## src/rtl/tfp_pkg.sv

```systemverilog
// Constants for the 16-bit PWM waveform generator: map, fields, modes, resets
package tfp_pkg;
  // Register byte offsets
  localparam logic [7:0] ADDR_CTRL    = 8'h00;
  localparam logic [7:0] ADDR_CMP_A   = 8'h04;
  localparam logic [7:0] ADDR_CMP_B   = 8'h08;
  localparam logic [7:0] ADDR_CAP_TOP = 8'h0C;
  localparam logic [7:0] ADDR_COUNT   = 8'h10;
  localparam logic [7:0] ADDR_FLAGS   = 8'h14;
  // Control fields
  localparam int MODE_LSB  = 0;
  localparam int ACT_A_LSB = 4;
  localparam int ACT_B_LSB = 6;
  localparam int DIR_A_BIT = 8;
  localparam int DIR_B_BIT = 9;
  localparam logic [9:0] CTRL_WMASK = 10'h3FF;
  // Flag bits
  localparam int FLAG_OVF   = 0;
  localparam int FLAG_CMP_A = 1;
  localparam int FLAG_CMP_B = 2;
  localparam int FLAG_CAP   = 3;
  // Reset values
  localparam logic [9:0]  CTRL_RESET  = 10'h000;
  localparam logic [15:0] CMP_RESET   = 16'h0000;
  localparam logic [15:0] CAP_RESET   = 16'h0000;
  localparam logic [15:0] COUNT_RESET = 16'h0000;
  localparam logic [3:0]  FLAGS_RESET = 4'h0;
  // Waveform mode select values
  localparam logic [3:0] MODE_PC8       = 4'h1;
  localparam logic [3:0] MODE_PC9       = 4'h2;
  localparam logic [3:0] MODE_PC10      = 4'h3;
  localparam logic [3:0] MODE_FAST8     = 4'h5;
  localparam logic [3:0] MODE_FAST9     = 4'h6;
  localparam logic [3:0] MODE_FAST10    = 4'h7;
  localparam logic [3:0] MODE_PC_CAP    = 4'hA;
  localparam logic [3:0] MODE_PC_CMPA   = 4'hB;
  localparam logic [3:0] MODE_FAST_CAP  = 4'hE;
  localparam logic [3:0] MODE_FAST_CMPA = 4'hF;
  // Output action select values
  localparam logic [1:0] ACT_TOGGLE = 2'h1;
  localparam logic [1:0] ACT_NONINV = 2'h2;
  localparam logic [1:0] ACT_INV    = 2'h3;
  // Fixed TOP values
  localparam logic [15:0] TOP_8BIT  = 16'h00FF;
  localparam logic [15:0] TOP_9BIT  = 16'h01FF;
  localparam logic [15:0] TOP_10BIT = 16'h03FF;
  localparam logic [15:0] TOP_FULL  = 16'hFFFF;
  // Bus responses
  localparam logic [1:0] RESP_OKAY   = 2'h0;
  localparam logic [1:0] RESP_SLVERR = 2'h2;
endpackage

```

## src/rtl/tfp_waveform_gen.sv

```systemverilog
// Fast and phase correct PWM waveform generator with AXI4-Lite registers
//
// Functional notes
// - Mode values 5, 6, 7, 14, 15 select single-slope fast PWM.
// - Fast PWM counts up from zero to TOP, then restarts at zero.
// - Fast non-inverting: clear output on match, set when counter returns to zero.
// - Fast inverting: set output on match, clear when counter returns to zero.
// - Output action two selects non-inverting, three selects inverting.
// - Fast TOP is 0x00FF, 0x01FF, 0x03FF, capture register, or compare A.
// - Fast PWM counter at TOP clears to zero next timer cycle.
// - Fast overflow flag at TOP; capture or compare A flag with it.
// - Compare flag set whenever counter matches channel compare value, if that value is not above TOP.
// - Fixed TOP masks unused high bits of written compare values.
// - Capture TOP is unbuffered; written below count, counter wraps through 0xFFFF.
// - Compare A writes go to a buffer register in fast PWM.
// - Fast PWM loads active compares from buffers when counter matches TOP.
// - Compare zero gives one-cycle spike; compare equal TOP gives constant level.
// - Mode 15 with action 1 toggles output A on match.
// - Mode values 1, 2, 3, 10, 11 select phase correct up-down counting.
// - Phase correct TOP is 0x00FF, 0x01FF, 0x03FF, capture, or compare A.
// - Phase correct non-inverting clears on up match, sets on down match.
// - Phase correct holds TOP one timer cycle, then counts down.
// - Compare output always reaches its pin; its output enable is set only while its direction bit selects output and its action is not zero.
// - Phase correct overflow flag is set at zero, not at TOP.
// - Phase correct loads compares at TOP; TOP register flag set then.
// - Reset forces every internal compare output to zero.
//
// Chosen here: the register offsets and the AXI4-Lite interface to the registers.
`timescale 1ns/1ps
module tfp_waveform_gen #(
  parameter int ADDR_W = 8
) (
  // Clock, reset, enables
  input  wire logic              clk,
  input  wire logic              reset,
  input  wire logic              clkEn,
  input  wire logic              timerTick,
  // AXI4-Lite write channels
  input  wire logic [ADDR_W-1:0] awaddr,
  input  wire logic [2:0]        awprot,
  input  wire logic              awvalid,
  output logic                   awready,
  input  wire logic [31:0]       wdata,
  input  wire logic [3:0]        wstrb,
  input  wire logic              wvalid,
  output logic                   wready,
  output logic [1:0]             bresp,
  output logic                   bvalid,
  input  wire logic              bready,
  // AXI4-Lite read channels
  input  wire logic [ADDR_W-1:0] araddr,
  input  wire logic [2:0]        arprot,
  input  wire logic              arvalid,
  output logic                   arready,
  output logic [31:0]            rdata,
  output logic [1:0]             rresp,
  output logic                   rvalid,
  input  wire logic              rready,
  // Compare output pins, index 0 is channel A
  output logic [1:0]             compareOutputPin,
  output logic [1:0]             compareOutputOe
);

  ////////////////////////////////////////////////////////////////////////////
  // State
  logic [9:0]        ctrl_q;
  logic [15:0]       cmpBuf_q [2];
  logic [15:0]       cmpAct_q [2];
  logic [15:0]       captureTop_q;
  logic [15:0]       countValue_q;
  logic              dirUp_q;
  logic [3:0]        flags_q;
  logic              awHeld_q;
  logic              wHeld_q;
  logic [ADDR_W-1:0] awAddr_q;
  logic [31:0]       wData_q;
  logic [3:0]        wStrb_q;
  logic              bvalid_q;
  logic [1:0]        bresp_q;
  logic              rvalid_q;
  logic [31:0]       rdata_q;
  logic [1:0]        rresp_q;

  ////////////////////////////////////////////////////////////////////////////
  // Decoding helpers
  function automatic logic isFastMode(input logic [3:0] m);
    return m == tfp_pkg::MODE_FAST8 || m == tfp_pkg::MODE_FAST9 ||
           m == tfp_pkg::MODE_FAST10 || m == tfp_pkg::MODE_FAST_CAP ||
           m == tfp_pkg::MODE_FAST_CMPA;
  endfunction

  function automatic logic isPcMode(input logic [3:0] m);
    return m == tfp_pkg::MODE_PC8 || m == tfp_pkg::MODE_PC9 ||
           m == tfp_pkg::MODE_PC10 || m == tfp_pkg::MODE_PC_CAP ||
           m == tfp_pkg::MODE_PC_CMPA;
  endfunction

  // Fixed TOP for 8/9/10-bit modes, full width otherwise
  function automatic logic [15:0] fixedTop(input logic [3:0] m);
    case (m)
      tfp_pkg::MODE_FAST8,  tfp_pkg::MODE_PC8:  return tfp_pkg::TOP_8BIT;
      tfp_pkg::MODE_FAST9,  tfp_pkg::MODE_PC9:  return tfp_pkg::TOP_9BIT;
      tfp_pkg::MODE_FAST10, tfp_pkg::MODE_PC10: return tfp_pkg::TOP_10BIT;
      default:                                  return tfp_pkg::TOP_FULL;
    endcase
  endfunction

  function automatic logic isMapped(input logic [ADDR_W-1:0] a);
    return a[7:0] == tfp_pkg::ADDR_CTRL || a[7:0] == tfp_pkg::ADDR_CMP_A ||
           a[7:0] == tfp_pkg::ADDR_CMP_B || a[7:0] == tfp_pkg::ADDR_CAP_TOP ||
           a[7:0] == tfp_pkg::ADDR_COUNT || a[7:0] == tfp_pkg::ADDR_FLAGS;
  endfunction

  function automatic logic [31:0] readMux(input logic [ADDR_W-1:0] a);
    case (a[7:0])
      tfp_pkg::ADDR_CTRL:    return {22'h000000, ctrl_q};
      tfp_pkg::ADDR_CMP_A:   return {16'h0000, cmpBuf_q[0]};
      tfp_pkg::ADDR_CMP_B:   return {16'h0000, cmpBuf_q[1]};
      tfp_pkg::ADDR_CAP_TOP: return {16'h0000, captureTop_q};
      tfp_pkg::ADDR_COUNT:   return {16'h0000, countValue_q};
      tfp_pkg::ADDR_FLAGS:   return {28'h0000000, flags_q};
      default:               return 32'h00000000;
    endcase
  endfunction

  function automatic logic [31:0] mergeStrb(input logic [31:0] o, input logic [31:0] n,
                                            input logic [3:0] s);
    logic [31:0] r;
    r = o;
    for (int b = 0; b < 4; b++)
      if (s[b]) r[8*b +: 8] = n[8*b +: 8];
    return r;
  endfunction

  ////////////////////////////////////////////////////////////////////////////
  // Mode, TOP and events
  logic [3:0]  waveformModeSelect;
  logic        fastMode;
  logic        pcMode;
  logic [15:0] topValue;
  logic        tick;
  logic        atTop;
  logic        wrapEvt;
  logic        pcTopEvt;
  logic        bottomEvt;
  logic        loadEvt;
  logic [1:0]  match;

  assign waveformModeSelect = ctrl_q[tfp_pkg::MODE_LSB +: 4];
  assign fastMode  = isFastMode(waveformModeSelect);
  assign pcMode    = isPcMode(waveformModeSelect);
  assign tick      = clkEn && timerTick;

  always_comb
  begin
    case (waveformModeSelect)
      tfp_pkg::MODE_FAST_CAP,  tfp_pkg::MODE_PC_CAP:  topValue = captureTop_q;
      tfp_pkg::MODE_FAST_CMPA, tfp_pkg::MODE_PC_CMPA: topValue = cmpAct_q[0];
      default:                                        topValue = fixedTop(waveformModeSelect);
    endcase
  end

  assign atTop     = countValue_q == topValue;
  assign wrapEvt   = tick && fastMode && atTop;
  assign pcTopEvt  = tick && pcMode && dirUp_q && atTop;
  assign bottomEvt = tick && pcMode && !dirUp_q && countValue_q == 16'h0000;
  assign loadEvt   = wrapEvt || pcTopEvt;

  ////////////////////////////////////////////////////////////////////////////
  // AXI4-Lite slave
  logic        writeGo;
  logic [31:0] wrMerged;

  assign awready  = clkEn && !awHeld_q && !bvalid_q;
  assign wready   = clkEn && !wHeld_q && !bvalid_q;
  assign arready  = clkEn && !rvalid_q;
  assign writeGo  = clkEn && awHeld_q && wHeld_q && !bvalid_q;
  // Process form so register reads inside the mux wake the merge as well
  always_comb
  begin
    wrMerged = mergeStrb(readMux(awAddr_q), wData_q, wStrb_q);
  end

  assign bvalid   = bvalid_q;
  assign bresp    = bresp_q;
  assign rvalid   = rvalid_q;
  assign rdata    = rdata_q;
  assign rresp    = rresp_q;

  always_ff @(posedge clk)
  begin
    if (reset)
    begin
      awHeld_q <= 1'b0;
      wHeld_q  <= 1'b0;
      awAddr_q <= '0;
      wData_q  <= 32'h00000000;
      wStrb_q  <= 4'h0;
      bvalid_q <= 1'b0;
      bresp_q  <= tfp_pkg::RESP_OKAY;
    end
    else if (clkEn)
    begin
      if (awvalid && awready)
      begin
        awHeld_q <= 1'b1;
        awAddr_q <= awaddr;
      end
      if (wvalid && wready)
      begin
        wHeld_q <= 1'b1;
        wData_q <= wdata;
        wStrb_q <= wstrb;
      end
      if (writeGo)
      begin
        awHeld_q <= 1'b0;
        wHeld_q  <= 1'b0;
        bvalid_q <= 1'b1;
        bresp_q  <= isMapped(awAddr_q) ? tfp_pkg::RESP_OKAY : tfp_pkg::RESP_SLVERR;
      end
      else if (bvalid_q && bready)
        bvalid_q <= 1'b0;
    end
  end

  always_ff @(posedge clk)
  begin
    if (reset)
    begin
      rvalid_q <= 1'b0;
      rdata_q  <= 32'h00000000;
      rresp_q  <= tfp_pkg::RESP_OKAY;
    end
    else if (clkEn)
    begin
      if (arvalid && arready)
      begin
        rvalid_q <= 1'b1;
        rdata_q  <= readMux(araddr);
        rresp_q  <= isMapped(araddr) ? tfp_pkg::RESP_OKAY : tfp_pkg::RESP_SLVERR;
      end
      else if (rvalid_q && rready)
        rvalid_q <= 1'b0;
    end
  end

  ////////////////////////////////////////////////////////////////////////////
  // Software registers
  always_ff @(posedge clk)
  begin
    if (reset)
    begin
      ctrl_q       <= tfp_pkg::CTRL_RESET;
      cmpBuf_q[0]  <= tfp_pkg::CMP_RESET;
      cmpBuf_q[1]  <= tfp_pkg::CMP_RESET;
      captureTop_q <= tfp_pkg::CAP_RESET;
    end
    else if (writeGo)
    begin
      case (awAddr_q[7:0])
        tfp_pkg::ADDR_CTRL:    ctrl_q <= wrMerged[9:0] & tfp_pkg::CTRL_WMASK;
        // Writes land in the buffer, never the active compare
        tfp_pkg::ADDR_CMP_A:   cmpBuf_q[0] <= wrMerged[15:0] & fixedTop(waveformModeSelect);
        tfp_pkg::ADDR_CMP_B:   cmpBuf_q[1] <= wrMerged[15:0] & fixedTop(waveformModeSelect);
        tfp_pkg::ADDR_CAP_TOP: captureTop_q <= wrMerged[15:0];
        default:               ;
      endcase
    end
  end

  ////////////////////////////////////////////////////////////////////////////
  // Active compare registers
  always_ff @(posedge clk)
  begin
    if (reset)
    begin
      cmpAct_q[0] <= tfp_pkg::CMP_RESET;
      cmpAct_q[1] <= tfp_pkg::CMP_RESET;
    end
    else if (loadEvt || (clkEn && !fastMode && !pcMode))
    begin
      cmpAct_q[0] <= cmpBuf_q[0];
      cmpAct_q[1] <= cmpBuf_q[1];
    end
  end

  ////////////////////////////////////////////////////////////////////////////
  // Counter and direction
  always_ff @(posedge clk)
  begin
    if (reset)
    begin
      countValue_q <= tfp_pkg::COUNT_RESET;
      dirUp_q      <= 1'b1;
    end
    else if (tick)
    begin
      if (fastMode)
      begin
        dirUp_q <= 1'b1;
        // Unbuffered TOP below count runs on through 0xFFFF
        if (atTop)
          countValue_q <= 16'h0000;
        else
          countValue_q <= countValue_q + 16'h0001;
      end
      else if (pcMode)
      begin
        if (pcTopEvt)
        begin
          dirUp_q      <= 1'b0;
          countValue_q <= countValue_q - 16'h0001;
        end
        else if (bottomEvt)
        begin
          dirUp_q      <= 1'b1;
          countValue_q <= 16'h0001;
        end
        else if (dirUp_q)
          countValue_q <= countValue_q + 16'h0001;
        else
          countValue_q <= countValue_q - 16'h0001;
      end
    end
  end

  ////////////////////////////////////////////////////////////////////////////
  // Flags, write one to clear; a same-cycle set wins
  logic [3:0] flagSet;
  logic [3:0] flagClr;

  always_comb
  begin
    flagSet = 4'h0;
    flagSet[tfp_pkg::FLAG_OVF]   = wrapEvt || bottomEvt;
    flagSet[tfp_pkg::FLAG_CMP_A] = match[0] ||
      (loadEvt && waveformModeSelect[1:0] == 2'h3 && waveformModeSelect[3]);
    flagSet[tfp_pkg::FLAG_CMP_B] = match[1];
    flagSet[tfp_pkg::FLAG_CAP]   = loadEvt && (waveformModeSelect == tfp_pkg::MODE_FAST_CAP ||
                                   waveformModeSelect == tfp_pkg::MODE_PC_CAP);
    flagClr = 4'h0;
    if (writeGo && awAddr_q[7:0] == tfp_pkg::ADDR_FLAGS)
      flagClr = wrMerged[3:0];
  end

  always_ff @(posedge clk)
  begin
    if (reset)
      flags_q <= tfp_pkg::FLAGS_RESET;
    else if (clkEn)
      flags_q <= (flags_q & ~flagClr) | flagSet;
  end

  ////////////////////////////////////////////////////////////////////////////
  // Compare output units
  logic upPhase;

  // The TOP cycle counts as down slope, the zero cycle as up slope
  assign upPhase = (dirUp_q && !atTop) || countValue_q == 16'h0000;

  for (genvar i = 0; i < 2; i++)
  begin : gChan
    logic [1:0] act;
    logic       dirBit;
    logic       toggleOk;
    logic       oc_q;

    assign act      = ctrl_q[(i == 0 ? tfp_pkg::ACT_A_LSB : tfp_pkg::ACT_B_LSB) +: 2];
    assign dirBit   = ctrl_q[i == 0 ? tfp_pkg::DIR_A_BIT : tfp_pkg::DIR_B_BIT];
    assign toggleOk = (i == 0) && act == tfp_pkg::ACT_TOGGLE &&
                      (waveformModeSelect == tfp_pkg::MODE_FAST_CMPA ||
                       waveformModeSelect == tfp_pkg::MODE_PC_CMPA);
    assign match[i] = tick && (fastMode || pcMode) && countValue_q == cmpAct_q[i] &&
                      cmpAct_q[i] <= topValue;

    always_ff @(posedge clk)
    begin
      if (reset)
        oc_q <= 1'b0;
      else if (toggleOk && match[i])
        oc_q <= !oc_q;
      else if (act[1] && fastMode && wrapEvt)
        oc_q <= act == tfp_pkg::ACT_NONINV;
      else if (act[1] && fastMode && match[i])
        oc_q <= act == tfp_pkg::ACT_INV;
      else if (act[1] && pcMode && match[i])
        oc_q <= upPhase ? act == tfp_pkg::ACT_INV : act == tfp_pkg::ACT_NONINV;
    end

    assign compareOutputPin[i] = oc_q;
    assign compareOutputOe[i]  = dirBit && act != 2'h0;
  end
endmodule

```

## config.mk

```make
export PLATFORM = sky130hd
export DESIGN_NAME = tfp_waveform_gen
export DESIGN_NICKNAME = d
export VERILOG_FILES = /design/src/rtl/tfp_pkg.sv /design/src/rtl/tfp_waveform_gen.sv
export SDC_FILE = /design/constraint.sdc
export NUM_CORES = 1
export LEC_CHECK = 0
export BUFFER_PORTS_ARGS = -buffer_cell sky130_fd_sc_hd__buf_2
export CAP_MARGIN = 20
export CORE_MARGIN = 1
export CORE_UTILIZATION = 25
export CTS_BUF_LIST = sky130_fd_sc_hd__clkbuf_2 sky130_fd_sc_hd__clkbuf_4 sky130_fd_sc_hd__clkbuf_8
export DETAILED_ROUTE_END_ITERATION = 8
export PLACE_DENSITY = 0.38
export SLEW_MARGIN = 30
export SYNTH_ARGS = -nofsm -noshare
export SYNTH_HDL_FRONTEND = slang
export SYNTH_SLANG_ARGS = --single-unit
```

## constraint.sdc

```tcl
create_clock -name clk -period 7.2 [get_ports clk]
set_input_delay 1.08 -clock clk [delete_from_list [all_inputs] [get_ports clk]]
set_output_delay 1.08 -clock clk [all_outputs]
set_load 0.02 [all_outputs]
```

==> impl_metrics.toml <==
[yosys]
share_of_the_synthesized_area_in_compound_gates_ao_oa_aoi_oai = 0.2011
synthesis.yosys.warnings = 0
synth_enable_flop_cells = 64
post_synth_inst_count = 1161
synthesis.area_um2 = 10020
postSynth.topFlopCell = "sky130_fd_sc_hd__dfxtp_1"
synth_adder_area_share = 0.04246
synth_top_family_by_area = "simple AND/OR/NAND/NOR gates"
yosys.area_share.simple = 0.2257
async_reset_ff_frac = 0
muxShareOfSynthArea = 0.04658
netlist-cell-type-count = 74
ys_seq_elements = 161
seq_area_frac_synth = 0.3857
syn_area_per_cell_um2 = 8.629
synth_area_in_xor_xnor = 0.03847

[clock_tree]
clock_tree_from_tritoncts = "yes"
htreeDepth = 4
clk-insertion-delay-late_ps = 500
clkSinkCount = 161
cts_root_buf = "sky130_fd_sc_hd__clkbuf_8"
ctsLongestPathBuffers = 2
tritoncts_buffers = 17
post_cts_buffers = 0
postCtsHoldBufs = 0
cts-resized-gates = 0
clk_transition_reported_paths_ps = 90

[die]
core.rowCount = 72
die_area_um2 = 40880
core_area_um2 = 39100
ios = 112
initial_core_util = 0.2562
floorplan.die.height_um = 202.2
die_w_um = 202.2

[timing]
timing.slew.headroom = 0.3132
max_slew.worst_pin.slew_ps = 1030
tns_ps = 0
hold_viol = 0
timing_max_transition_violations_final = 0
setup_slack_ps = 2583
timing.clock.skew_ps = 27.92
setup_viol = 0
timing.final.crit_period_ps = 4617
setup_repair_after_global_routing_missed_its_margin = "false"
final_min_period_over_clock_period = 0.6412
timing.fmax_ghz = 0.2166
hold_ws_ps = 457.1

[placement]
dpl-instance-area_um2 = 10720
dpl.hpwl_um = 25640
port_buffers = 69
gp_congestion = 0.8099
preCtsSetupSlack_ps = 2456

[critical_path]
timing.critical_path.slowest_cell_delay_ps = 930
worst_setup_path_end_kind = "register"
worstPathRequired_ps = 7540
crit_arrival_ps = 4960
slowest_stage_cell_on_the_critical_path = "sky130_fd_sc_hd__dfxtp_1"
crit_path_cell_trace = "and2_1 -> a21oi_1 -> nor4_1 -> nand4_1 -> or4_4 -> nor3_2 -> a21oi_1 -> a21oi_4 -> and2_1"
path_max_fanout = 32
cp-start-kind = "register"
critical_path_class = "reg -> reg"

[layout]
fin_nets = 1270
mostFrequentLayoutCells = "sky130_fd_sc_hd__nand2_1 (157), sky130_fd_sc_hd__dfxtp_1 (97), sky130_fd_sc_hd__a21oi_1 (87)"
final.fill_count = 4299
final_design_area_no_fill_um2 = 11150
layout-area-overhead-vs-synth_pct = 11.30
num_antenna_cells = 0
mostFrequentLayoutCell = "sky130_fd_sc_hd__nand2_1"
drive_above_1_share = 0.1337

[grt]
grt_util_all_layers = 0.1748
via_count_of_the_first_global_routing_pass = 8500
antenna_found_initial = 0
grt_first_pass_wirelength_um = 53700
grt_overflow_total = 0
grt_start_max_net_pins = 60

[route]
detailroute.via_count = 8695
top_layer = "met4"
drcViolationCount = 0
detail_route.wl_per_cell_um = 20.76
postRouteAntennaNets = 0
routed_via_density = 5.115
routed_wirelength_um = 35290
wirelength_met1_um = 16850
met3_length_um = 1437
met2RoutedLength_um = 16290
detailedRoute.firstIterationViolations = 632
dr.pass1.iters = 5

[pwr]
pwr_density_nw_per_um2 = 172.2
cellLeakagePower_nw = 4.214
vdd_ir_drop_max_mv = 0.1045

[status]
run_status = "complete, no violations"

[hold_path]
hold_path_class = "reg -> reg"

[run]
max_capacitance_violation_count = 0
==> where the power goes <==
group	switching, W	leakage, nW	internal, W
clock network	0.000381	0.219	0.000373
registers	0.0000299	1.47	0.000974
logic	0.000109	2.53	0.0000532
==> worst paths after layout <==
check / slack, ps / depth (start not counted) / to / start
setup / recovery: 2580 / 9 / cmpAct_q[0][29] / ctrl_q[3]
hold reg to reg: 460 / 2 / wStrb_q[0] / wStrb_q[0]
setup reg to reg: 2580 / 9 / cmpAct_q[0][29] / ctrl_q[3]
hold / removal: 460 / 2 / wStrb_q[0] / wStrb_q[0]
==> Yosys cell counts, types with 11 or more instances <==
cell / count / area share
sky130_fd_sc_hd__a221oi_1: 12 / 0.010
sky130_fd_sc_hd__and2_1: 52 / 0.032
sky130_fd_sc_hd__nor3_1: 30 / 0.015
sky130_fd_sc_hd__clkbuf_1: 64 / 0.024
sky130_fd_sc_hd__and3_1: 13 / 0.0081
sky130_fd_sc_hd__o22ai_1: 13 / 0.0081
sky130_fd_sc_hd__o21ai_0: 28 / 0.014
sky130_fd_sc_hd__mux2i_1: 32 / 0.032
sky130_fd_sc_hd__o21a_1: 14 / 0.010
sky130_fd_sc_hd__nor2_1: 82 / 0.031
sky130_fd_sc_hd__nand3_1: 21 / 0.010
sky130_fd_sc_hd__a22o_1: 14 / 0.012
sky130_fd_sc_hd__xnor2_1: 21 / 0.018
sky130_fd_sc_hd__buf_4: 23 / 0.017
sky130_fd_sc_hd__ha_1: 34 / 0.042
sky130_fd_sc_hd__a222oi_1: 11 / 0.011
sky130_fd_sc_hd__a21o_1: 11 / 0.0082
sky130_fd_sc_hd__mux2_2: 13 / 0.015
sky130_fd_sc_hd__inv_1: 13 / 0.0049
sky130_fd_sc_hd__a21oi_1: 87 / 0.043
sky130_fd_sc_hd__a22oi_1: 31 / 0.023
sky130_fd_sc_hd__nand2_1: 159 / 0.060
sky130_fd_sc_hd__nor4_1: 18 / 0.011
sky130_fd_sc_hd__edfxtp_1: 64 / 0.19
sky130_fd_sc_hd__xor2_1: 23 / 0.020
sky130_fd_sc_hd__a21boi_0: 11 / 0.0082
sky130_fd_sc_hd__a211oi_1: 14 / 0.010
sky130_fd_sc_hd__nand4_1: 15 / 0.0094
sky130_fd_sc_hd__buf_2: 12 / 0.0060
sky130_fd_sc_hd__dfxtp_1: 97 / 0.19
sky130_fd_sc_hd__nor2b_1: 15 / 0.0094
==> logic make-up after synthesis <==
kind of cell,Yosys count
and+or+nand+nor,455
AOI/OAI and AO/OA,295
DFF,161
buffers and inverters,126
muxes,45
xor gates and xnor gates,44
adders and majority gates,34
other,1
==> per-layer routing <==
metal | up-vias | track usage
met5 | - | 0
met4 | 0 | 0.05451
met3 | 30 | 0.02983
met2 | 220 | 0.2811
met1 | 4230 | 0.2377
li1 | 4215 | -
==> sequential cells by signal, summed over array words and instances, names as in the netlist, 4 cells and up <==
register / cells
captureTop_q: 16
awAddr_q: 8
cmpAct_q: 32
ctrl_q: 10
countValue_q: 16
rdata: 16
cmpBuf_q: 32
wData_q: 16
flags_q: 4
==> cell type report <==
cell class | instances | area (um^2) | share of cell area
multi-input cells | 891 | 5692 | 0.5104
flip-flops and latches | 161 | 3864 | 0.3465
well taps | 518 | 648.1 | 0.05812
repair buffers | 85 | 471.7 | 0.04230
clock buffers | 21 | 276.5 | 0.02480
clock inverters | 11 | 150.1 | 0.01346
inverters | 13 | 48.80 | 0.004376
==> through the flow <==
stage / std cells / utilization / power (W)
global placement: 1667 / 0.2737 / 0.001189
finish: 1700 / 0.2852 / 0.001920
floorplan: 1178 / - / 0.001125
detailed placement: 1668 / 0.2741 / 0.001189
CTS: 1700 / 0.2850 / 0.001945
global route: 1700 / 0.2852 / 0.001996
==> critical path, delay by kind of cell, from the launching register on <==
kind / cells / cell delay (ps)
and+or+nand+nor: 6 / 2530
DFF: 1 / 930
AOI/OAI and AO/OA: 3 / 980
No activity file was read; power rests on OpenSTA's default activity.
